<file path="config.mk">
export PLATFORM = sky130hd
export DESIGN_NAME = frs_sequencer
export DESIGN_NICKNAME = d
export VERILOG_FILES = /design/src/pkg/frs_pkg.sv /design/src/rtl/frs_cfg_mem.sv /design/src/rtl/frs_sequencer.sv
export SDC_FILE = /design/constraint.sdc
export NUM_CORES = 1
export LEC_CHECK = 0
export ABC_AREA = 1
export BUFFER_PORTS_ARGS = -buffer_cell sky130_fd_sc_hd__buf_2
export CAP_MARGIN = 25
export CORE_ASPECT_RATIO = 1.75
export CORE_UTILIZATION = 45
export CTS_BUF_LIST = sky130_fd_sc_hd__clkbuf_8
export CTS_CLUSTER_DIAMETER = 100
export CTS_CLUSTER_SIZE = 28
export DETAILED_ROUTE_END_ITERATION = 8
export PLACE_DENSITY_LB_ADDON = 0.15
export SYNTH_ARGS = -nofsm -noshare
export SYNTH_HDL_FRONTEND = slang
export SYNTH_HIERARCHICAL = 1
export SYNTH_SLANG_ARGS = --single-unit
</file>
<file path="constraint.sdc">
create_clock -name SYS_CLK_I -period 4.2 [get_ports SYS_CLK_I]
set_input_delay 0.21 -clock SYS_CLK_I [delete_from_list [all_inputs] [get_ports SYS_CLK_I]]
set_output_delay 0.21 -clock SYS_CLK_I [all_outputs]
set_load 0.01 [all_outputs]
</file>
<file path="src/pkg/frs_pkg.sv">
// constants, field layouts and carrier types of the fault restart/retry sequencer
package frs_pkg;
	localparam int NUM_CH = 2;
	// command codes
	localparam logic [7:0] CMD_PAGE = 8'h00;
	localparam logic [7:0] CMD_OPERATION = 8'h01;
	localparam logic [7:0] CMD_CLEAR_FAULTS = 8'h03;
	localparam logic [7:0] CMD_OUT_OV_RESP = 8'h41;
	localparam logic [7:0] CMD_OUT_UV_RESP = 8'h45;
	localparam logic [7:0] CMD_IN_OV_RESP = 8'h56;
	localparam logic [7:0] CMD_TON_MAX_RESP = 8'h63;
	localparam logic [7:0] CMD_STATUS_BYTE = 8'h78;
	localparam logic [7:0] CMD_STATUS_WORD = 8'h79;
	localparam logic [7:0] CMD_STATUS_VOUT = 8'h7A;
	localparam logic [7:0] CMD_STATUS_INPUT = 8'h7C;
	localparam logic [7:0] CMD_STATUS_CML = 8'h7E;
	localparam logic [7:0] CMD_CHAN_CONFIG = 8'hD0;
	localparam logic [7:0] CMD_ALERT_MASK = 8'hD8;
	localparam logic [7:0] CMD_RETRY_INTERVAL = 8'hDB;
	localparam logic [7:0] CMD_RUN_OFF_HOLD = 8'hDC;
	localparam logic [7:0] PAGE_ALL = 8'hFF;
	// slots of the per-channel setting memory
	localparam int SLOT_W = 3;
	localparam logic [2:0] SLOT_OUT_OV = 3'h0;
	localparam logic [2:0] SLOT_OUT_UV = 3'h1;
	localparam logic [2:0] SLOT_IN_OV = 3'h2;
	localparam logic [2:0] SLOT_TON_MAX = 3'h3;
	localparam logic [2:0] SLOT_RETRY = 3'h4;
	localparam logic [2:0] SLOT_HOLD = 3'h5;
	localparam logic [2:0] SLOT_CONFIG = 3'h6;
	localparam logic [2:0] SLOT_OPER = 3'h7;
	// reset values
	localparam logic [15:0] RST_OUT_OV = 16'h00B8;
	localparam logic [15:0] RST_OUT_UV = 16'h00B8;
	localparam logic [15:0] RST_IN_OV = 16'h0080;
	localparam logic [15:0] RST_TON_MAX = 16'h00B8;
	localparam logic [15:0] RST_RETRY = 16'hFABC;
	localparam logic [15:0] RST_HOLD = 16'hFBE8;
	localparam logic [15:0] RST_CONFIG = 16'h0000;
	localparam logic [15:0] RST_OPER = 16'h0080;
	localparam logic [7:0] RST_ALERT_MASK = 8'h00;
	// field positions
	localparam int OPER_ON_BIT = 7;
	localparam int CFG_NO_RETRY_DECAY_BIT = 0;
	localparam int CFG_HOLD_DECAY_BIT = 1;
	localparam int MASK_IN_OV_BIT = 0;
	localparam int MASK_OUT_OV_BIT = 1;
	localparam int MASK_CML_BIT = 2;
	localparam int SB_OUT_OV_BIT = 5;
	localparam int SB_OTHER_BIT = 0;
	localparam int SB_CML_BIT = 1;
	localparam int SW_OUT_BIT = 15;
	localparam int SW_IN_BIT = 13;
	localparam int SV_OUT_OV_BIT = 7;
	localparam int SI_IN_OV_BIT = 7;
	localparam int SC_BAD_DATA_BIT = 6;
	// response byte fields
	localparam logic [1:0] RESP_IGNORE = 2'b00;
	localparam logic [1:0] RESP_DEGLITCH = 2'b01;
	localparam logic [1:0] RESP_SHUTDOWN = 2'b10;
	localparam logic [2:0] RETRY_NONE = 3'b000;
	localparam logic [2:0] RETRY_ALWAYS = 3'b111;
	// delay ranges in ms
	localparam logic [16:0] HOLD_MIN_MS = 17'd136;
	localparam logic [16:0] HOLD_MAX_MS = 17'd65520;
	localparam logic [16:0] HOLD_STEP_MS = 17'd16;
	localparam logic [16:0] RETRY_MIN_MS = 17'd120;
	localparam logic [16:0] RETRY_MAX_MS = 17'd83880;
	// timing
	localparam int CLK_PERIOD_PS = 10000;
	localparam int MS_TICK_PS = 1000000000;
	localparam int DEGLITCH_UNIT_PS = 10000000;
	localparam int MS_TICK_CYCLES = MS_TICK_PS / CLK_PERIOD_PS;
	localparam int DEGLITCH_CYCLES = DEGLITCH_UNIT_PS / CLK_PERIOD_PS;

	typedef enum {ST_OFF, ST_HOLD, ST_ON, ST_GLITCH, ST_RETRY, ST_LATCHED} frs_state_t;

	// one command transaction from the serial engine
	typedef struct packed {
		logic [7:0] code;
		logic [15:0] data;
	} frs_cmd_t;

	// decoded fault response byte
	typedef struct packed {
		logic [1:0] action;
		logic [2:0] retry;
		logic [2:0] delay;
	} frs_resp_t;
endpackage

</file>
<file path="src/rtl/frs_cfg_mem.sv">
// per-channel setting memory with registered read data
`timescale 1ns/1ps
module frs_cfg_mem #(
	parameter int CH = 2,
	parameter int SLOTS = 8
) (
	input wire logic SYS_CLK_I,
	input wire logic RESET_N_I,
	input wire logic [CH-1:0] WE_I,
	input wire logic [$clog2(SLOTS)-1:0] WSLOT_I,
	input wire logic [15:0] WDATA_I,
	input wire logic [$clog2(CH)-1:0] RCH_I,
	input wire logic [$clog2(SLOTS)-1:0] RSLOT_I,
	output logic [15:0] RDATA_O
);
	import frs_pkg::*;

	logic [15:0] mem_r [CH][SLOTS];

	// reset contents match the power-up defaults of each setting
	function automatic logic [15:0] slot_reset(input int s);
		case (s)
			0: slot_reset = RST_OUT_OV;
			1: slot_reset = RST_OUT_UV;
			2: slot_reset = RST_IN_OV;
			3: slot_reset = RST_TON_MAX;
			4: slot_reset = RST_RETRY;
			5: slot_reset = RST_HOLD;
			6: slot_reset = RST_CONFIG;
			default: slot_reset = RST_OPER;
		endcase
	endfunction

	// storage, written per channel mask
	always_ff @(posedge SYS_CLK_I or negedge RESET_N_I) begin
		if (!RESET_N_I) begin
			for (int c = 0; c < CH; c++) begin
				for (int s = 0; s < SLOTS; s++) begin
					mem_r[c][s] <= slot_reset(s);
				end
			end
		end else begin
			for (int c = 0; c < CH; c++) begin
				if (WE_I[c]) begin
					mem_r[c][WSLOT_I] <= WDATA_I;
				end
			end
		end
	end

	// read port, one cycle latency
	always_ff @(posedge SYS_CLK_I or negedge RESET_N_I) begin
		if (!RESET_N_I) begin
			RDATA_O <= 16'h0000;
		end else begin
			RDATA_O <= mem_r[RCH_I][RSLOT_I];
		end
	end
endmodule

</file>
<file path="src/rtl/frs_sequencer.sv">
// fault restart and retry sequencer for two output channels
//
// Overview of operation
// - on a falling run edge, drive run low for the run-off hold time.
// - after the hold ends and run is released, start the channel normally.
// - hold time spans 136ms to 65.52s in 16ms steps.
// - with decay wait enabled, start also waits for output below 12.5%.
// - both delay settings are linear 5-bit exponent, 11-bit mantissa words.
// - one retry interval per channel serves every retrying response.
// - retry interval timing starts when the fault is detected.
// - retry interval spans 120ms to 83.88s in 1ms steps.
// - retry waits for interval and decay; config bit 0 drops decay wait.
// - input overvoltage sets other-fault, input, input-ov status and alert.
// - output overvoltage sets ov summary, output, output-ov status and alert.
// - response 0x80 shuts down, no retry, off until faults cleared.
// - response 0xB8 shuts down and retries without limit.
// - response 0x4n latches off after n*10us persistent overvoltage.
// - response 0x78+n shuts down after n*10us and retries continuously.
// - unsupported ov response write is ignored and raises a logic fault.
// - response bits 7:6 action, 5:3 retry, 2:0 deglitch in 10us.
// - status clears only by clear-faults, off-then-on, run pin rising, or power cycle.
`timescale 1ns/1ps
module frs_sequencer #(
	parameter int TICK_CYCLES = frs_pkg::MS_TICK_CYCLES,
	parameter int GLITCH_CYCLES = frs_pkg::DEGLITCH_CYCLES
) (
	input wire logic SYS_CLK_I,
	input wire logic RESET_N_I,
	input wire logic CMD_WR_I,
	input wire logic CMD_RD_I,
	input frs_pkg::frs_cmd_t CMD_I,
	output logic [15:0] CMD_RDATA_O,
	output logic CMD_RVALID_O,
	input wire logic [frs_pkg::NUM_CH-1:0] RUN_I,
	output logic [frs_pkg::NUM_CH-1:0] RUN_O,
	output logic [frs_pkg::NUM_CH-1:0] RUN_OE_O,
	input wire logic VIN_OV_I,
	input wire logic [frs_pkg::NUM_CH-1:0] OUTPUT_OVERVOLTAGE_SUMMARY_BIT_I,
	input wire logic [frs_pkg::NUM_CH-1:0] DECAY_LOW_I,
	output logic [frs_pkg::NUM_CH-1:0] CHAN_EN_O,
	output logic [frs_pkg::NUM_CH-1:0] START_O,
	output logic ALERT_O,
	output logic ALERT_OE_O
);
	import frs_pkg::*;

	localparam int TW = $clog2(TICK_CYCLES + 1);
	localparam int GW = $clog2(GLITCH_CYCLES + 1);

	////////////////////////////////////////////////////////////////////////////////
	// functions

	// linear word to whole ms; negative values read as zero
	function automatic logic [16:0] l11_to_ms(input logic [15:0] w);
		logic [4:0] e;
		logic [4:0] ne;
		logic [47:0] v;
		e = w[15:11];
		ne = 5'(~w[15:11] + 5'h01);
		v = {37'h0, w[10:0]};
		if (w[10]) begin
			v = 48'h0;
		end else if (e[4]) begin
			v = v >> ne;
		end else begin
			v = v << e;
		end
		l11_to_ms = (v > 48'h1FFFF) ? 17'h1FFFF : v[16:0];
	endfunction

	function automatic logic [16:0] clamp(input logic [16:0] v, input logic [16:0] lo, input logic [16:0] hi);
		clamp = (v < lo) ? lo : ((v > hi) ? hi : v);
	endfunction

	// hold rounded up to a 16ms step; capped first so the sum cannot wrap
	function automatic logic [16:0] hold_ms_of(input logic [15:0] w);
		logic [16:0] m;
		m = clamp(l11_to_ms(w), 17'd0, HOLD_MAX_MS);
		hold_ms_of = clamp((m + HOLD_STEP_MS - 17'd1) & ~(HOLD_STEP_MS - 17'd1), HOLD_MIN_MS, HOLD_MAX_MS);
	endfunction

	localparam logic [16:0] RETRY_RST_MS = clamp(l11_to_ms(RST_RETRY), RETRY_MIN_MS, RETRY_MAX_MS);
	localparam logic [16:0] HOLD_RST_MS = hold_ms_of(RST_HOLD);

	// only 0x80, 0xB8, 0x40..0x47 and 0x78..0x7F are accepted
	function automatic logic resp_ok(input logic [7:0] b);
		resp_ok = (b == 8'h80) || (b == 8'hB8) || (b[7:3] == 5'b01000) || (b[7:3] == 5'b01111);
	endfunction

	////////////////////////////////////////////////////////////////////////////////
	// pin synchronisers

	logic [NUM_CH-1:0] run_m_r, run_s_r, run_d_r, ov_m_r, ov_s_r, dec_m_r, dec_s_r;
	logic vin_m_r, vin_s_r;

	// two flops on every asynchronous pin before any use
	always_ff @(posedge SYS_CLK_I or negedge RESET_N_I) begin
		if (!RESET_N_I) begin
			run_m_r <= '0;
			run_s_r <= '0;
			run_d_r <= '0;
			ov_m_r <= '0;
			ov_s_r <= '0;
			dec_m_r <= '0;
			dec_s_r <= '0;
			vin_m_r <= 1'b0;
			vin_s_r <= 1'b0;
		end else begin
			run_m_r <= RUN_I;
			run_s_r <= run_m_r;
			run_d_r <= run_s_r;
			ov_m_r <= OUTPUT_OVERVOLTAGE_SUMMARY_BIT_I;
			ov_s_r <= ov_m_r;
			dec_m_r <= DECAY_LOW_I;
			dec_s_r <= dec_m_r;
			vin_m_r <= VIN_OV_I;
			vin_s_r <= vin_m_r;
		end
	end

	logic [NUM_CH-1:0] run_fall;
	assign run_fall = run_d_r & ~run_s_r;

	////////////////////////////////////////////////////////////////////////////////
	// time base: 1ms and 10us enables

	logic [TW-1:0] ms_cnt_r;
	logic [GW-1:0] us_cnt_r;
	logic ms_tick, us_tick;
	assign ms_tick = (ms_cnt_r == TW'(TICK_CYCLES - 1));
	assign us_tick = (us_cnt_r == GW'(GLITCH_CYCLES - 1));

	always_ff @(posedge SYS_CLK_I or negedge RESET_N_I) begin
		if (!RESET_N_I) begin
			ms_cnt_r <= '0;
			us_cnt_r <= '0;
		end else begin
			ms_cnt_r <= ms_tick ? '0 : ms_cnt_r + TW'(1);
			us_cnt_r <= us_tick ? '0 : us_cnt_r + GW'(1);
		end
	end

	////////////////////////////////////////////////////////////////////////////////
	// command decode and settings

	logic [7:0] page_r;
	logic [NUM_CH-1:0] pg_sel;
	logic resp_cmd, resp_bad, store_wr, clr_cmd;
	logic [SLOT_W-1:0] wslot, rslot;
	logic [SLOT_W:0] slot_hit;
	logic [7:0] alert_mask_r;
	logic [7:0] out_ov_resp_r [NUM_CH];
	logic [7:0] in_ov_resp_r [NUM_CH];
	logic [16:0] retry_ms_r [NUM_CH];
	logic [16:0] hold_ms_r [NUM_CH];
	logic [15:0] cfg_r [NUM_CH];
	logic [NUM_CH-1:0] oper_on_r, oper_prev_r;
	logic [15:0] mem_rdata;

	// page 0xFF addresses both channels at once for writes and clears; reads then see channel 1
	assign pg_sel = (page_r == PAGE_ALL) ? '1 : (NUM_CH'(1) << page_r[0]);
	assign resp_cmd = (CMD_I.code == CMD_OUT_OV_RESP) || (CMD_I.code == CMD_IN_OV_RESP);
	assign resp_bad = CMD_WR_I && resp_cmd && !resp_ok(CMD_I.data[7:0]);
	assign clr_cmd = CMD_WR_I && (CMD_I.code == CMD_CLEAR_FAULTS);

	// slot of a paged setting; read and write share the decode
	function automatic logic [SLOT_W:0] slot_of(input logic [7:0] code);
		if (code == CMD_OUT_OV_RESP) begin
			slot_of = {1'b1, SLOT_OUT_OV};
		end else if (code == CMD_OUT_UV_RESP) begin
			slot_of = {1'b1, SLOT_OUT_UV};
		end else if (code == CMD_IN_OV_RESP) begin
			slot_of = {1'b1, SLOT_IN_OV};
		end else if (code == CMD_TON_MAX_RESP) begin
			slot_of = {1'b1, SLOT_TON_MAX};
		end else if (code == CMD_RETRY_INTERVAL) begin
			slot_of = {1'b1, SLOT_RETRY};
		end else if (code == CMD_RUN_OFF_HOLD) begin
			slot_of = {1'b1, SLOT_HOLD};
		end else if (code == CMD_CHAN_CONFIG) begin
			slot_of = {1'b1, SLOT_CONFIG};
		end else if (code == CMD_OPERATION) begin
			slot_of = {1'b1, SLOT_OPER};
		end else begin
			slot_of = {1'b0, SLOT_OUT_OV};
		end
	endfunction

	assign slot_hit = slot_of(CMD_I.code);
	assign wslot = slot_hit[SLOT_W-1:0];
	assign rslot = wslot;
	assign store_wr = CMD_WR_I && slot_hit[SLOT_W] && !resp_bad;

	frs_cfg_mem #(.CH(NUM_CH), .SLOTS(1 << SLOT_W)) u_mem (
		.SYS_CLK_I(SYS_CLK_I),
		.RESET_N_I(RESET_N_I),
		.WE_I(store_wr ? pg_sel : '0),
		.WSLOT_I(wslot),
		.WDATA_I(CMD_I.data),
		.RCH_I(page_r[0]),
		.RSLOT_I(rslot),
		.RDATA_O(mem_rdata)
	);

	// page and alert mask are global
	always_ff @(posedge SYS_CLK_I or negedge RESET_N_I) begin
		if (!RESET_N_I) begin
			page_r <= 8'h00;
			alert_mask_r <= RST_ALERT_MASK;
		end else if (CMD_WR_I && CMD_I.code == CMD_PAGE) begin
			page_r <= CMD_I.data[7:0];
		end else if (CMD_WR_I && CMD_I.code == CMD_ALERT_MASK) begin
			alert_mask_r <= CMD_I.data[7:0];
		end
	end

	// working copies; delays held as ms counts so timers never re-decode
	always_ff @(posedge SYS_CLK_I or negedge RESET_N_I) begin
		if (!RESET_N_I) begin
			for (int c = 0; c < NUM_CH; c++) begin
				out_ov_resp_r[c] <= RST_OUT_OV[7:0];
				in_ov_resp_r[c] <= RST_IN_OV[7:0];
				retry_ms_r[c] <= RETRY_RST_MS;
				hold_ms_r[c] <= HOLD_RST_MS;
				cfg_r[c] <= RST_CONFIG;
				oper_on_r[c] <= RST_OPER[OPER_ON_BIT];
			end
		end else if (store_wr) begin
			for (int c = 0; c < NUM_CH; c++) begin
				if (pg_sel[c]) begin
					if (CMD_I.code == CMD_OUT_OV_RESP) out_ov_resp_r[c] <= CMD_I.data[7:0];
					if (CMD_I.code == CMD_IN_OV_RESP) in_ov_resp_r[c] <= CMD_I.data[7:0];
					if (CMD_I.code == CMD_RETRY_INTERVAL)
						retry_ms_r[c] <= clamp(l11_to_ms(CMD_I.data), RETRY_MIN_MS, RETRY_MAX_MS);
					if (CMD_I.code == CMD_RUN_OFF_HOLD)
						hold_ms_r[c] <= hold_ms_of(CMD_I.data);
					if (CMD_I.code == CMD_CHAN_CONFIG) cfg_r[c] <= CMD_I.data;
					if (CMD_I.code == CMD_OPERATION) oper_on_r[c] <= CMD_I.data[OPER_ON_BIT];
				end
			end
		end
	end

	////////////////////////////////////////////////////////////////////////////////
	// per-channel sequencer

	frs_state_t st_r [NUM_CH];
	logic [16:0] tmr_r [NUM_CH];
	logic [2:0] glitch_r [NUM_CH];
	logic [NUM_CH-1:0] latch_by_clear_r;
	logic [NUM_CH-1:0] out_ov_st_r, in_ov_st_r, cml_st_r;
	logic [NUM_CH-1:0] fault_now, off_on, is_vin;
	frs_resp_t act [NUM_CH];

	// input overvoltage wins over an output fault in the same cycle
	always_comb begin
		for (int c = 0; c < NUM_CH; c++) begin
			is_vin[c] = vin_s_r && (in_ov_resp_r[c][7:6] != RESP_IGNORE);
			act[c] = is_vin[c] ? frs_resp_t'(in_ov_resp_r[c]) : frs_resp_t'(out_ov_resp_r[c]);
			fault_now[c] = is_vin[c] || (ov_s_r[c] && out_ov_resp_r[c][7:6] != RESP_IGNORE);
			off_on[c] = oper_on_r[c] && !oper_prev_r[c];
		end
	end

	always_ff @(posedge SYS_CLK_I or negedge RESET_N_I) begin
		if (!RESET_N_I) begin
			oper_prev_r <= '0;
		end else begin
			oper_prev_r <= oper_on_r;
		end
	end

	// sequencing; the hold after a run fall overrides every other state
	always_ff @(posedge SYS_CLK_I or negedge RESET_N_I) begin
		if (!RESET_N_I) begin
			for (int c = 0; c < NUM_CH; c++) begin
				st_r[c] <= ST_OFF;
				tmr_r[c] <= '0;
				glitch_r[c] <= '0;
			end
			latch_by_clear_r <= '0;
			START_O <= '0;
		end else begin
			START_O <= '0;
			for (int c = 0; c < NUM_CH; c++) begin
				if (tmr_r[c] != '0 && ms_tick) tmr_r[c] <= tmr_r[c] - 17'd1;
				if (run_fall[c]) begin
					st_r[c] <= ST_HOLD;
					tmr_r[c] <= hold_ms_r[c];
				end else begin
					case (st_r[c])
						ST_OFF: begin
							if (run_s_r[c] && oper_on_r[c] && !fault_now[c]) begin
								st_r[c] <= ST_ON;
								START_O[c] <= 1'b1;
							end
						end
						ST_HOLD: begin
							// decay wait only when enabled; pin stays ours until timer ends
							if (tmr_r[c] == '0 && run_s_r[c] && oper_on_r[c] &&
									(dec_s_r[c] || !cfg_r[c][CFG_HOLD_DECAY_BIT])) begin
								st_r[c] <= ST_ON;
								START_O[c] <= 1'b1;
							end else if (tmr_r[c] == '0 && !oper_on_r[c]) begin
								st_r[c] <= ST_OFF;
							end
						end
						ST_ON: begin
							if (!oper_on_r[c]) begin
								st_r[c] <= ST_OFF;
							end else if (fault_now[c]) begin
								tmr_r[c] <= retry_ms_r[c];
								glitch_r[c] <= act[c].delay;
								st_r[c] <= (act[c].action == RESP_DEGLITCH) ? ST_GLITCH : ST_RETRY;
								if (act[c].action != RESP_DEGLITCH && act[c].retry == RETRY_NONE) begin
									st_r[c] <= ST_LATCHED;
									latch_by_clear_r[c] <= 1'b1;
								end
							end
						end
						ST_GLITCH: begin
							// output keeps running while the fault is qualified
							if (!fault_now[c]) begin
								st_r[c] <= ST_ON;
							end else if (glitch_r[c] == 3'h0) begin
								st_r[c] <= (act[c].retry == RETRY_ALWAYS) ? ST_RETRY : ST_LATCHED;
								latch_by_clear_r[c] <= 1'b0;
							end else if (us_tick) begin
								glitch_r[c] <= glitch_r[c] - 3'h1;
							end
						end
						ST_RETRY: begin
							if (!oper_on_r[c]) begin
								st_r[c] <= ST_OFF;
							end else if (tmr_r[c] == '0 && run_s_r[c] &&
									(dec_s_r[c] || cfg_r[c][CFG_NO_RETRY_DECAY_BIT])) begin
								st_r[c] <= ST_ON;
								START_O[c] <= 1'b1;
							end
						end
						ST_LATCHED: begin
							if (off_on[c] || (clr_cmd && pg_sel[c] && latch_by_clear_r[c])) begin
								st_r[c] <= ST_OFF;
							end
						end
						default: st_r[c] <= ST_OFF;
					endcase
				end
			end
		end
	end

	// run pin is open drain: pulled low only during the hold
	always_comb begin
		for (int c = 0; c < NUM_CH; c++) begin
			RUN_O[c] = 1'b0;
			RUN_OE_O[c] = (st_r[c] == ST_HOLD) && (tmr_r[c] != '0);
		end
	end

	// output enable registered from state
	always_ff @(posedge SYS_CLK_I or negedge RESET_N_I) begin
		if (!RESET_N_I) begin
			CHAN_EN_O <= '0;
		end else begin
			for (int c = 0; c < NUM_CH; c++) begin
				CHAN_EN_O[c] <= (st_r[c] == ST_ON) || (st_r[c] == ST_GLITCH);
			end
		end
	end

	////////////////////////////////////////////////////////////////////////////////
	// sticky status; a new fault wins over a clear in the same cycle

	always_ff @(posedge SYS_CLK_I or negedge RESET_N_I) begin
		if (!RESET_N_I) begin
			out_ov_st_r <= '0;
			in_ov_st_r <= '0;
			cml_st_r <= '0;
		end else begin
			for (int c = 0; c < NUM_CH; c++) begin
				if ((clr_cmd && pg_sel[c]) || off_on[c] || (run_s_r[c] && !run_d_r[c])) begin
					out_ov_st_r[c] <= 1'b0;
					in_ov_st_r[c] <= 1'b0;
					cml_st_r[c] <= 1'b0;
				end
				if (ov_s_r[c]) out_ov_st_r[c] <= 1'b1;
				if (vin_s_r) in_ov_st_r[c] <= 1'b1;
				if (resp_bad && pg_sel[c]) cml_st_r[c] <= 1'b1;
			end
		end
	end

	// alert is open drain, low while any unmasked fault is set
	always_comb begin
		ALERT_O = 1'b0;
		ALERT_OE_O = ((|in_ov_st_r) && !alert_mask_r[MASK_IN_OV_BIT]) ||
			((|out_ov_st_r) && !alert_mask_r[MASK_OUT_OV_BIT]) ||
			((|cml_st_r) && !alert_mask_r[MASK_CML_BIT]);
	end

	////////////////////////////////////////////////////////////////////////////////
	// reads: status from flags, settings from memory, both one cycle late

	logic rd_mem_r;
	logic [15:0] stat_r;
	logic [15:0] sb;
	logic pc;
	assign pc = page_r[0];
	assign sb = {8'h00, 2'b00, out_ov_st_r[pc], 3'b000, cml_st_r[pc], in_ov_st_r[pc]};

	always_ff @(posedge SYS_CLK_I or negedge RESET_N_I) begin
		if (!RESET_N_I) begin
			rd_mem_r <= 1'b0;
			stat_r <= 16'h0000;
			CMD_RVALID_O <= 1'b0;
		end else begin
			CMD_RVALID_O <= CMD_RD_I;
			rd_mem_r <= slot_hit[SLOT_W];
			if (CMD_I.code == CMD_STATUS_BYTE) begin
				stat_r <= sb;
			end else if (CMD_I.code == CMD_STATUS_WORD) begin
				stat_r <= sb | (16'(out_ov_st_r[pc]) << SW_OUT_BIT) | (16'(in_ov_st_r[pc]) << SW_IN_BIT);
			end else if (CMD_I.code == CMD_STATUS_VOUT) begin
				stat_r <= 16'(out_ov_st_r[pc]) << SV_OUT_OV_BIT;
			end else if (CMD_I.code == CMD_STATUS_INPUT) begin
				stat_r <= 16'(in_ov_st_r[pc]) << SI_IN_OV_BIT;
			end else if (CMD_I.code == CMD_STATUS_CML) begin
				stat_r <= 16'(cml_st_r[pc]) << SC_BAD_DATA_BIT;
			end else if (CMD_I.code == CMD_PAGE) begin
				stat_r <= {8'h00, page_r};
			end else if (CMD_I.code == CMD_ALERT_MASK) begin
				stat_r <= {8'h00, alert_mask_r};
			end else begin
				stat_r <= 16'h0000;
			end
		end
	end

	assign CMD_RDATA_O = rd_mem_r ? mem_rdata : stat_r;
endmodule

</file>
==> summary.txt, run 1 <==
Clocking
  • CTS tree: built
  • Clock Path Buffers: 3
  • Clk_lat worst skew: 0.67 ns
  • CTS root buffer: clkbuf_8
  • H-tree lvl count: 1
  • Total CTS buffers: 22
  • CTS Sinks: 503
  • Worst-path clk slew: 0.17 ns

Layout
  • Most common library cell in the layout ignoring fill and taps: nand2_1
  • Final Util: 48.3%
  • Layout cells sized above 1: 8.67%
  • Register area: 0.0127 sq mm
  • Final nets: 3433
  • Most frequent cells in the layout: nand2_1 (1014), inv_1 (441), o21ai_0 (437)
  • Multi-input gate area: 0.0104 sq mm
  • Fill count: 5672
  • Synth-to-layout area growth: 6.17%

Routing
  • Pre-Repair DR Iteration Count: 7
  • Post-route DRC violation count: 0
  • Vias/cell: 5.35
  • Post-detailed-route count of antenna-violating nets: 0
  • Routed length per placed instance: 19.3 microns
  • WL final: 79400 microns
  • Vias: 22000
  • Iter 0 DRT Violations: 1503

Timing
  • Final Critical Period: 3.27 ns
  • Tcrit/Tclk final: 77.9%
  • RSZ-0062 raised after global routing: no
  • Actual slew at the worst max-slew pin: 1.07 ns
  • Worst clock skew: 0.0459 ns
  • Max-slew violations: 0
  • Final Hold Vio Count: 0
  • Sum Neg Setup Slack: 0 ns
  • Maximum clock frequency: 305 MHz
  • Setup WS post-layout: 0.926 ns
  • Final Setup Violations: 0
  • Slew margin rel.: 28.9%

Run status
  • Status: finished clean

Floorplan
  • Die area: 0.0577 sq mm
  • Site Rows: 115
  • Core area: 0.0561 sq mm
  • DIE WIDTH: 182 microns
  • Initial Util: 45.5%
  • Top Ports: 62
  • Die Y: 317 microns

Logic synthesis
  • Number of synthesized flops with an enable pin: 0
  • Yosys warning total: 6
  • Post-synthesis sequential area ratio: 49.8%
  • Ys async rst share: 100%
  • Mapped Cells: 3396
  • Top cells by area, synth: dfrtp_1 (40%), nand2_1 (15%), dfstp_2 (10%)
  • Netlist cell types: 54
  • Main synth FF type: dfrtp_1
  • Leading area contributor after synthesis: dfrtp_1
  • Post-Synthesis Cell Area: 0.0255 sq mm
  • Synth Register Bits: 503
  • Post-synth top area share: 39.7%
  • Average cell area after synthesis: 7.51 sq um

GRT
  • Overall global routing resource usage: 27.8%
  • Pin count of the biggest net entering global routing: 98
  • Initial antenna violation count: 4
  • Number of global-route vias before repair: 21400
  • Grt ovf: 0
  • Wire length of the first global-routing pass: 123000 microns

Power and ir drop
  • Pwr/cell area: 311 mW/mm^2
  • Leak: 13.0 nW
  • Worst VDD drop: 0.388 mV

Worst setup path
  • Startpoint Class: input pin
  • Worst setup EP type: flop
  • Critical-path top delay cell: nor2_2
  • Crit path max fanout: 19
  • Crit path largest cell delay: 0.61 ns
  • Crit path cell chain: dlygate4sd3_1 -> buf_2 -> inv_2 -> nor2_1 -> inv_1 -> nor3_1 -> inv_1 -> nor3_1 -> inv_1 -> nand3_1 -> nand3b_1 -> nand3b_1 -> nor2_2 -> inv_2 -> nor2_2 -> inv_2 -> o21ai_0
  • Worst EP arrival: 3.87 ns
  • Critical path required time: 4.79 ns
  • Critical path class: in2reg

Job
  • MaxCap Viol Count: 0

Placed design
  • Placement Setup Slack: 0.584 ns
  • PortBufs: 58
  • GPL Wtd Cong: 0.932
  • Post-DP HPWL: 55500 microns

Hold path
  • HP Class: in2reg
==> cell families (layout without fill, tap and decap cells) <==
family	count (synthesis)	count (layout)	share of synthesized area, %
and+or+nand+nor	1652	1652	26.9
AOI/OAI and AO/OA	585	585	12.2
adders and majority gates	9	9	0.441
xor gates and xnor gates	18	18	0.618
DFF	503	503	49.8
muxes	10	10	0.441
other	1	5	0.0147
buffers and inverters	618	623	9.62
==> cell usage after synthesis, types with 10 or more instances <==
master / instances
inv_2: 18
nor4_1: 10
dfstp_2: 98
a21oi_1: 47
o21ai_1: 31
nor3_1: 31
nand3_1: 339
nand4_1: 24
buf_2: 72
o211ai_1: 21
mux2_2: 10
clkbuf_1: 78
nor2_1: 203
xor2_1: 13
a31oi_1: 18
inv_1: 429
nand2_1: 1014
dfrtp_1: 405
o21ai_0: 437
==> area by class of cell <==
class	count	share of cell area, %
sequential	503	46.9
multi-input combinational	2277	38.3
inverter	448	6.22
timing repair buffer	137	3.82
tap	702	3.24
clock buffer	23	1.17
clock inverter	15	0.323
antenna	2	0.0185
==> flip-flops by register name (all words and copies together) (netlist names), 4 cells and up <==
register	cells
page_r	8
ms_cnt_r	17
glitch_r	6
st_r	6
us_cnt_r	10
alert_mask_r	8
u_mem/RDATA_O	16
out_ov_resp_r	16
cfg_r	4
stat_r	10
hold_ms_r	28
in_ov_resp_r	16
retry_ms_r	34
tmr_r	34
u_mem/mem_r	256
==> what timing repair did <==
action | in CTS | in global routing
setup buffers | 0 | 0
endpoints found under the hold margin | 122 | 0
hold buffers | 22 | 0
gates resized for setup | 0 | 0
==> metrics by stage <==
stage	cell area [sq um]	hold slack [ns]	cells	total power [W]
after floorplan	25500	-0.0856	3398	0.00593
after global placement	26500	0.314	4045	0.00643
after detailed placement	26500	0.320	4045	0.00644
after CTS	27100	0.0000659	4105	0.00853
after global routing	27100	0.0241	4106	0.00884
final	27100	0.0600	4107	0.00842
==> worst paths after layout <==
check / slack (ns) / cells after the start / end / start
min in group asynchronous: 0.12 / 2 / u_mem/mem_r[105] / RESET_N_I
min: 0.06 / 6 / oper_on_r[0] / CMD_I[23]
min reg2reg: 0.37 / 0 / ov_s_r[1] / ov_m_r[1]
max: 0.93 / 17 / retry_ms_r[17] / CMD_I[20]
max in group asynchronous: 2.87 / 3 / out_ov_resp_r[15] / RESET_N_I
max reg2reg: 1.05 / 13 / tmr_r[31] / ms_cnt_r[0]
==> where the power goes <==
group / total, W / internal, W / switching (W)
logic: 0.00121 / 0.000361 / 0.000853
clock network: 0.00206 / 0.000533 / 0.00153
registers: 0.00514 / 0.00502 / 0.000124
==> worst max-delay path, delay by kind of cell <==
kind	cells	cell delay, ns
compound gates	1	0.25
simple gates	8	1.90
buf+inv	8	1.50
==> per-layer routing <==
layer	up-vias	global-route usage [%]	part of all wire, %
met2	546	51.0	52
met4	6	16.2	6.2
met3	200	2.52	3.7
met5	-	0	0.043
li1	10700	-	-
met1	10500	31.3	38
Note: power is estimated with default switching activity, not from simulation.
==> inputs of run 2 (changes only) <==
ABC_AREA = 0   (was 1)
clock period = 3.04 ns   (was 4.2 ns; I/O delays follow)
==> summary.txt, run 2 <==
Run status
  • Status: finished, violations left
  • Failing checks: setup timing

Floorplan
  • DIE WIDTH: 181 microns (-0.29%)
  • Core area: 0.0555 sq mm (-1.1%)
  • Top Ports: 62 (unchanged)
  • Die area: 0.0574 sq mm (-0.57%)
  • Die Y: 316 microns (-0.29%)
  • Site Rows: 114 (-0.87%)
  • Initial Util: 45.7% (+0.25 points)

Routing
  • Pre-Repair DR Iteration Count: 7 (unchanged)
  • Post-route DRC violation count: 0 (unchanged)
  • Iter 0 DRT Violations: 862 (-43%)
  • WL final: 69100 microns (-13%)
  • Post-detailed-route count of antenna-violating nets: 0 (unchanged)
  • Vias/cell: 5.80 (+8.3%)
  • Routed length per placed instance: 23.5 microns (+22%)
  • Vias: 17000 (-23%)

Timing
  • Setup WS post-layout: -0.0370 ns (-0.963 ns)
  • Final Critical Period: 3.08 ns
  • Actual slew at the worst max-slew pin: 0.668 ns (-0.397 ns)
  • Worst clock skew: 0.0320 ns (-0.0139 ns)
  • Tcrit/Tclk final: 101%
  • Max-slew violations: 0 (unchanged)
  • Maximum clock frequency: 325 MHz
  • RSZ-0062 raised after global routing: yes
  • Final Setup Violations: 2 (+2)
  • Final Hold Vio Count: 0 (unchanged)
  • Slew margin rel.: 55.3% (+26 points)

Clocking
  • Worst-path clk slew: 0.16 ns (about the same)
  • Total CTS buffers: 22 (unchanged)
  • Clock Path Buffers: 3 (unchanged)
  • CTS root buffer: clkbuf_8
  • CTS Sinks: 503 (unchanged)
  • H-tree lvl count: 1 (unchanged)
  • CTS tree: built
  • Clk_lat worst skew: 0.67 ns (about the same)

Logic synthesis
  • Average cell area after synthesis: 12.4 sq um (+66%)
  • Post-synth top area share: 39.9% (+0.23 points)
  • Yosys warning total: 6 (unchanged)
  • Post-synthesis sequential area ratio: 50.1% (+0.29 points)
  • Most frequent cell after synthesis: dfrtp_1
  • Ys async rst share: 100% (unchanged)
  • Most common library cells after synthesis: dfrtp_1 (405), mux2_2 (348), nand2_1 (173)
  • Number of synthesized flops with an enable pin: 0 (unchanged)
  • Mapped Cells: 2038 (-40%)
  • Post-Synthesis Cell Area: 0.0254 sq mm (-0.58%)
  • Netlist cell types: 105 (+94%)
  • Top cells by area, synth: dfrtp_1 (40%), mux2_2 (15%), dfstp_2 (10%)
  • Main synth FF type: dfrtp_1
  • Leading area contributor after synthesis: dfrtp_1
  • Synth Register Bits: 503 (unchanged)

Worst setup path
  • Worst reg2reg path startpoint: tmr_r[24]
  • Reg-to-reg slack, setup: -0.01 ns (-1.06 ns)
  • Critical path required time: 2.89 ns (-1.90 ns)
  • Critical-path top delay cell: or4_4
  • Crit path cell chain: or4_4 -> nor4_4 -> or3b_4 -> or3_4 -> and3_4 -> buf_6
  • Crit path launch: tmr_r[24]
  • Worst setup EP type: primary output
  • Crit path max fanout: 4 (-15)
  • Crit path largest cell delay: 0.56 ns (-0.05 ns)
  • R2R cell count: 10 (-3)
  • Critical path class: reg2out
  • Worst EP arrival: 2.92 ns (-0.95 ns)
  • FF-to-FF End: st_r[33]
  • CP Capture Point: RUN_OE_O[0]
  • Startpoint Class: flop

GRT
  • Grt ovf: 0 (unchanged)
  • Number of global-route vias before repair: 18100 (-15%)
  • Initial antenna violation count: 2 (-2)
  • Overall global routing resource usage: 24.5% (-3.2 points)
  • Pin count of the biggest net entering global routing: 90 (-8.2%)
  • Wire length of the first global-routing pass: 107000 microns (-13%)

Power and ir drop
  • Switching Share: 27.6% (-2.2 points)
  • Internal cell power: 0.00841 W (+42%)
  • Leak: 13.6 nW (+4.7%)
  • Sequential share of power: 60.9% (-0.2 points)
  • Clock power share: 24.3% (-0.2 points)
  • Pwr/cell area: 406 mW/mm^2 (+31%)
  • Worst VDD drop: 0.343 mV (-12%)
  • Sw Pwr: 0.00320 W (+28%)
  • Final Power: 0.0116 W (+38%)
  • Power share of the combinational group: 14.8% (+0.4 points)

Hold path
  • HP Class: in2reg
  • Worst Hold Path Cells: 2 (-4)

Layout
  • Max reg flops: 256 (unchanged)
  • Most frequent cells in the layout: dfrtp_1 (404), mux2_2 (347), buf_4 (186)
  • Most common library cell in the layout ignoring fill and taps: dfrtp_1
  • Synth-to-layout area growth: 12.6%
  • Largest regs: u_mem/mem_r: 256 flops, retry_ms_r: 34 flops, tmr_r: 34 flops
  • Most flop-heavy register: u_mem/mem_r
  • Final Util: 51.5% (+3.2 points)
  • Final nets: 2267 (-34%)
  • Layout cells sized above 1: 39.0% (+30 points)
  • Cell area after layout: 0.0286 sq mm (+5.4%)

Placed design
  • Placement Setup Slack: -0.288 ns (-0.872 ns)
  • DP Area: 0.0278 sq mm (+5.2%)
  • GPL Wtd Cong: 0.916 (-1.7%)
  • PortBufs: 58 (unchanged)
  • Post-DP HPWL: 50100 microns (-9.8%)

Job
  • MaxCap Viol Count: 0 (unchanged)
## run 2: cells by family (layout without fill, tap and decap cells)
logic type	Yosys count	in the layout	synth area share [%]
other cells	1	4	0.0148
mux	479	479	24.8
simple gates	526	526	11.4
xor+xnor	50	50	1.76
fa+ha+maj	9	9	0.444
flops	503	503	50.1
compound gates	302	302	8.00
buf+inv	168	367	3.43
## run 2: critical path: cells and delay by family, from the launching register on
kind / cells / cell delay [ns]
buf+inv: 1 / 0.11
flops: 1 / 0.41
simple gates: 5 / 1.72
## run 2: layer usage
metal  part of all wire, %  track usage, %  up-vias
li1                      -               -     7776
met1                    37            26.8     8828
met2                    56            48.1      292
met3                   2.3            1.80      121
met4                   4.4            10.7        0
met5                     0               0        -
## run 2: layout make-up
class                      instances  area (sq um)
clock buffer                      23           317
tap                              696           871
sequential                       503         12700
multi-input combinational       1369         11900
antenna                            1          2.50
timing repair buffer             296          2540
clock inverter                    17          86.3
fill                            4890         26900
inverter                          31           134
## run 2: metrics by stage
stage	hold WS, ns	setup TNS [ns]	instances
3_3_place_gp	0.151	-2.75	2867
6_report	0.0559	-0.0484	2936
3_5_place_dp	0.151	-4.62	2867
2_1_floorplan	-0.144	-0.0953	2040
4_1_cts	0.00603	-0.106	2931
5_1_grt	0.0499	-0.254	2936
## run 2: repair_timing
item / CTS / global route
endpoints found under the hold margin: 384 / 0
hold buffers: 21 / 0
buffers inserted: 3 / 4
endpoints found under the setup margin: 3 / 32
resized for setup: 6 / 9
pin swaps: 3 / 4
## run 2: worst min-delay path by stage
| stage | from | endpoint | slack [ns] |
|---|---|---|---|
| final | CMD_I[10] | u_mem/mem_r[170] | 0.06 |
| after global routing | CMD_I[10] | u_mem/mem_r[170] | 0.05 |
| after CTS | CMD_I[10] | u_mem/mem_r[170] | 0.006 |
| after detailed placement | RESET_N_I | CHAN_EN_O[1] | 0.15 |
| after global placement | RESET_N_I | us_cnt_r[8] | 0.15 |
| after floorplan | RESET_N_I | CHAN_EN_O[0] | -0.14 |
## run 2: power groups by stage
stage	combinational, W	clock (W)	sequential, W
3_3_place_gp	0.00165	0	0.00718
3_5_place_dp	0.00167	0	0.00719
2_1_floorplan	0.00102	0	0.00710
4_1_cts	0.00171	0.00295	0.00707
5_1_grt	0.00188	0.00311	0.00710
6_report	0.00172	0.00282	0.00707
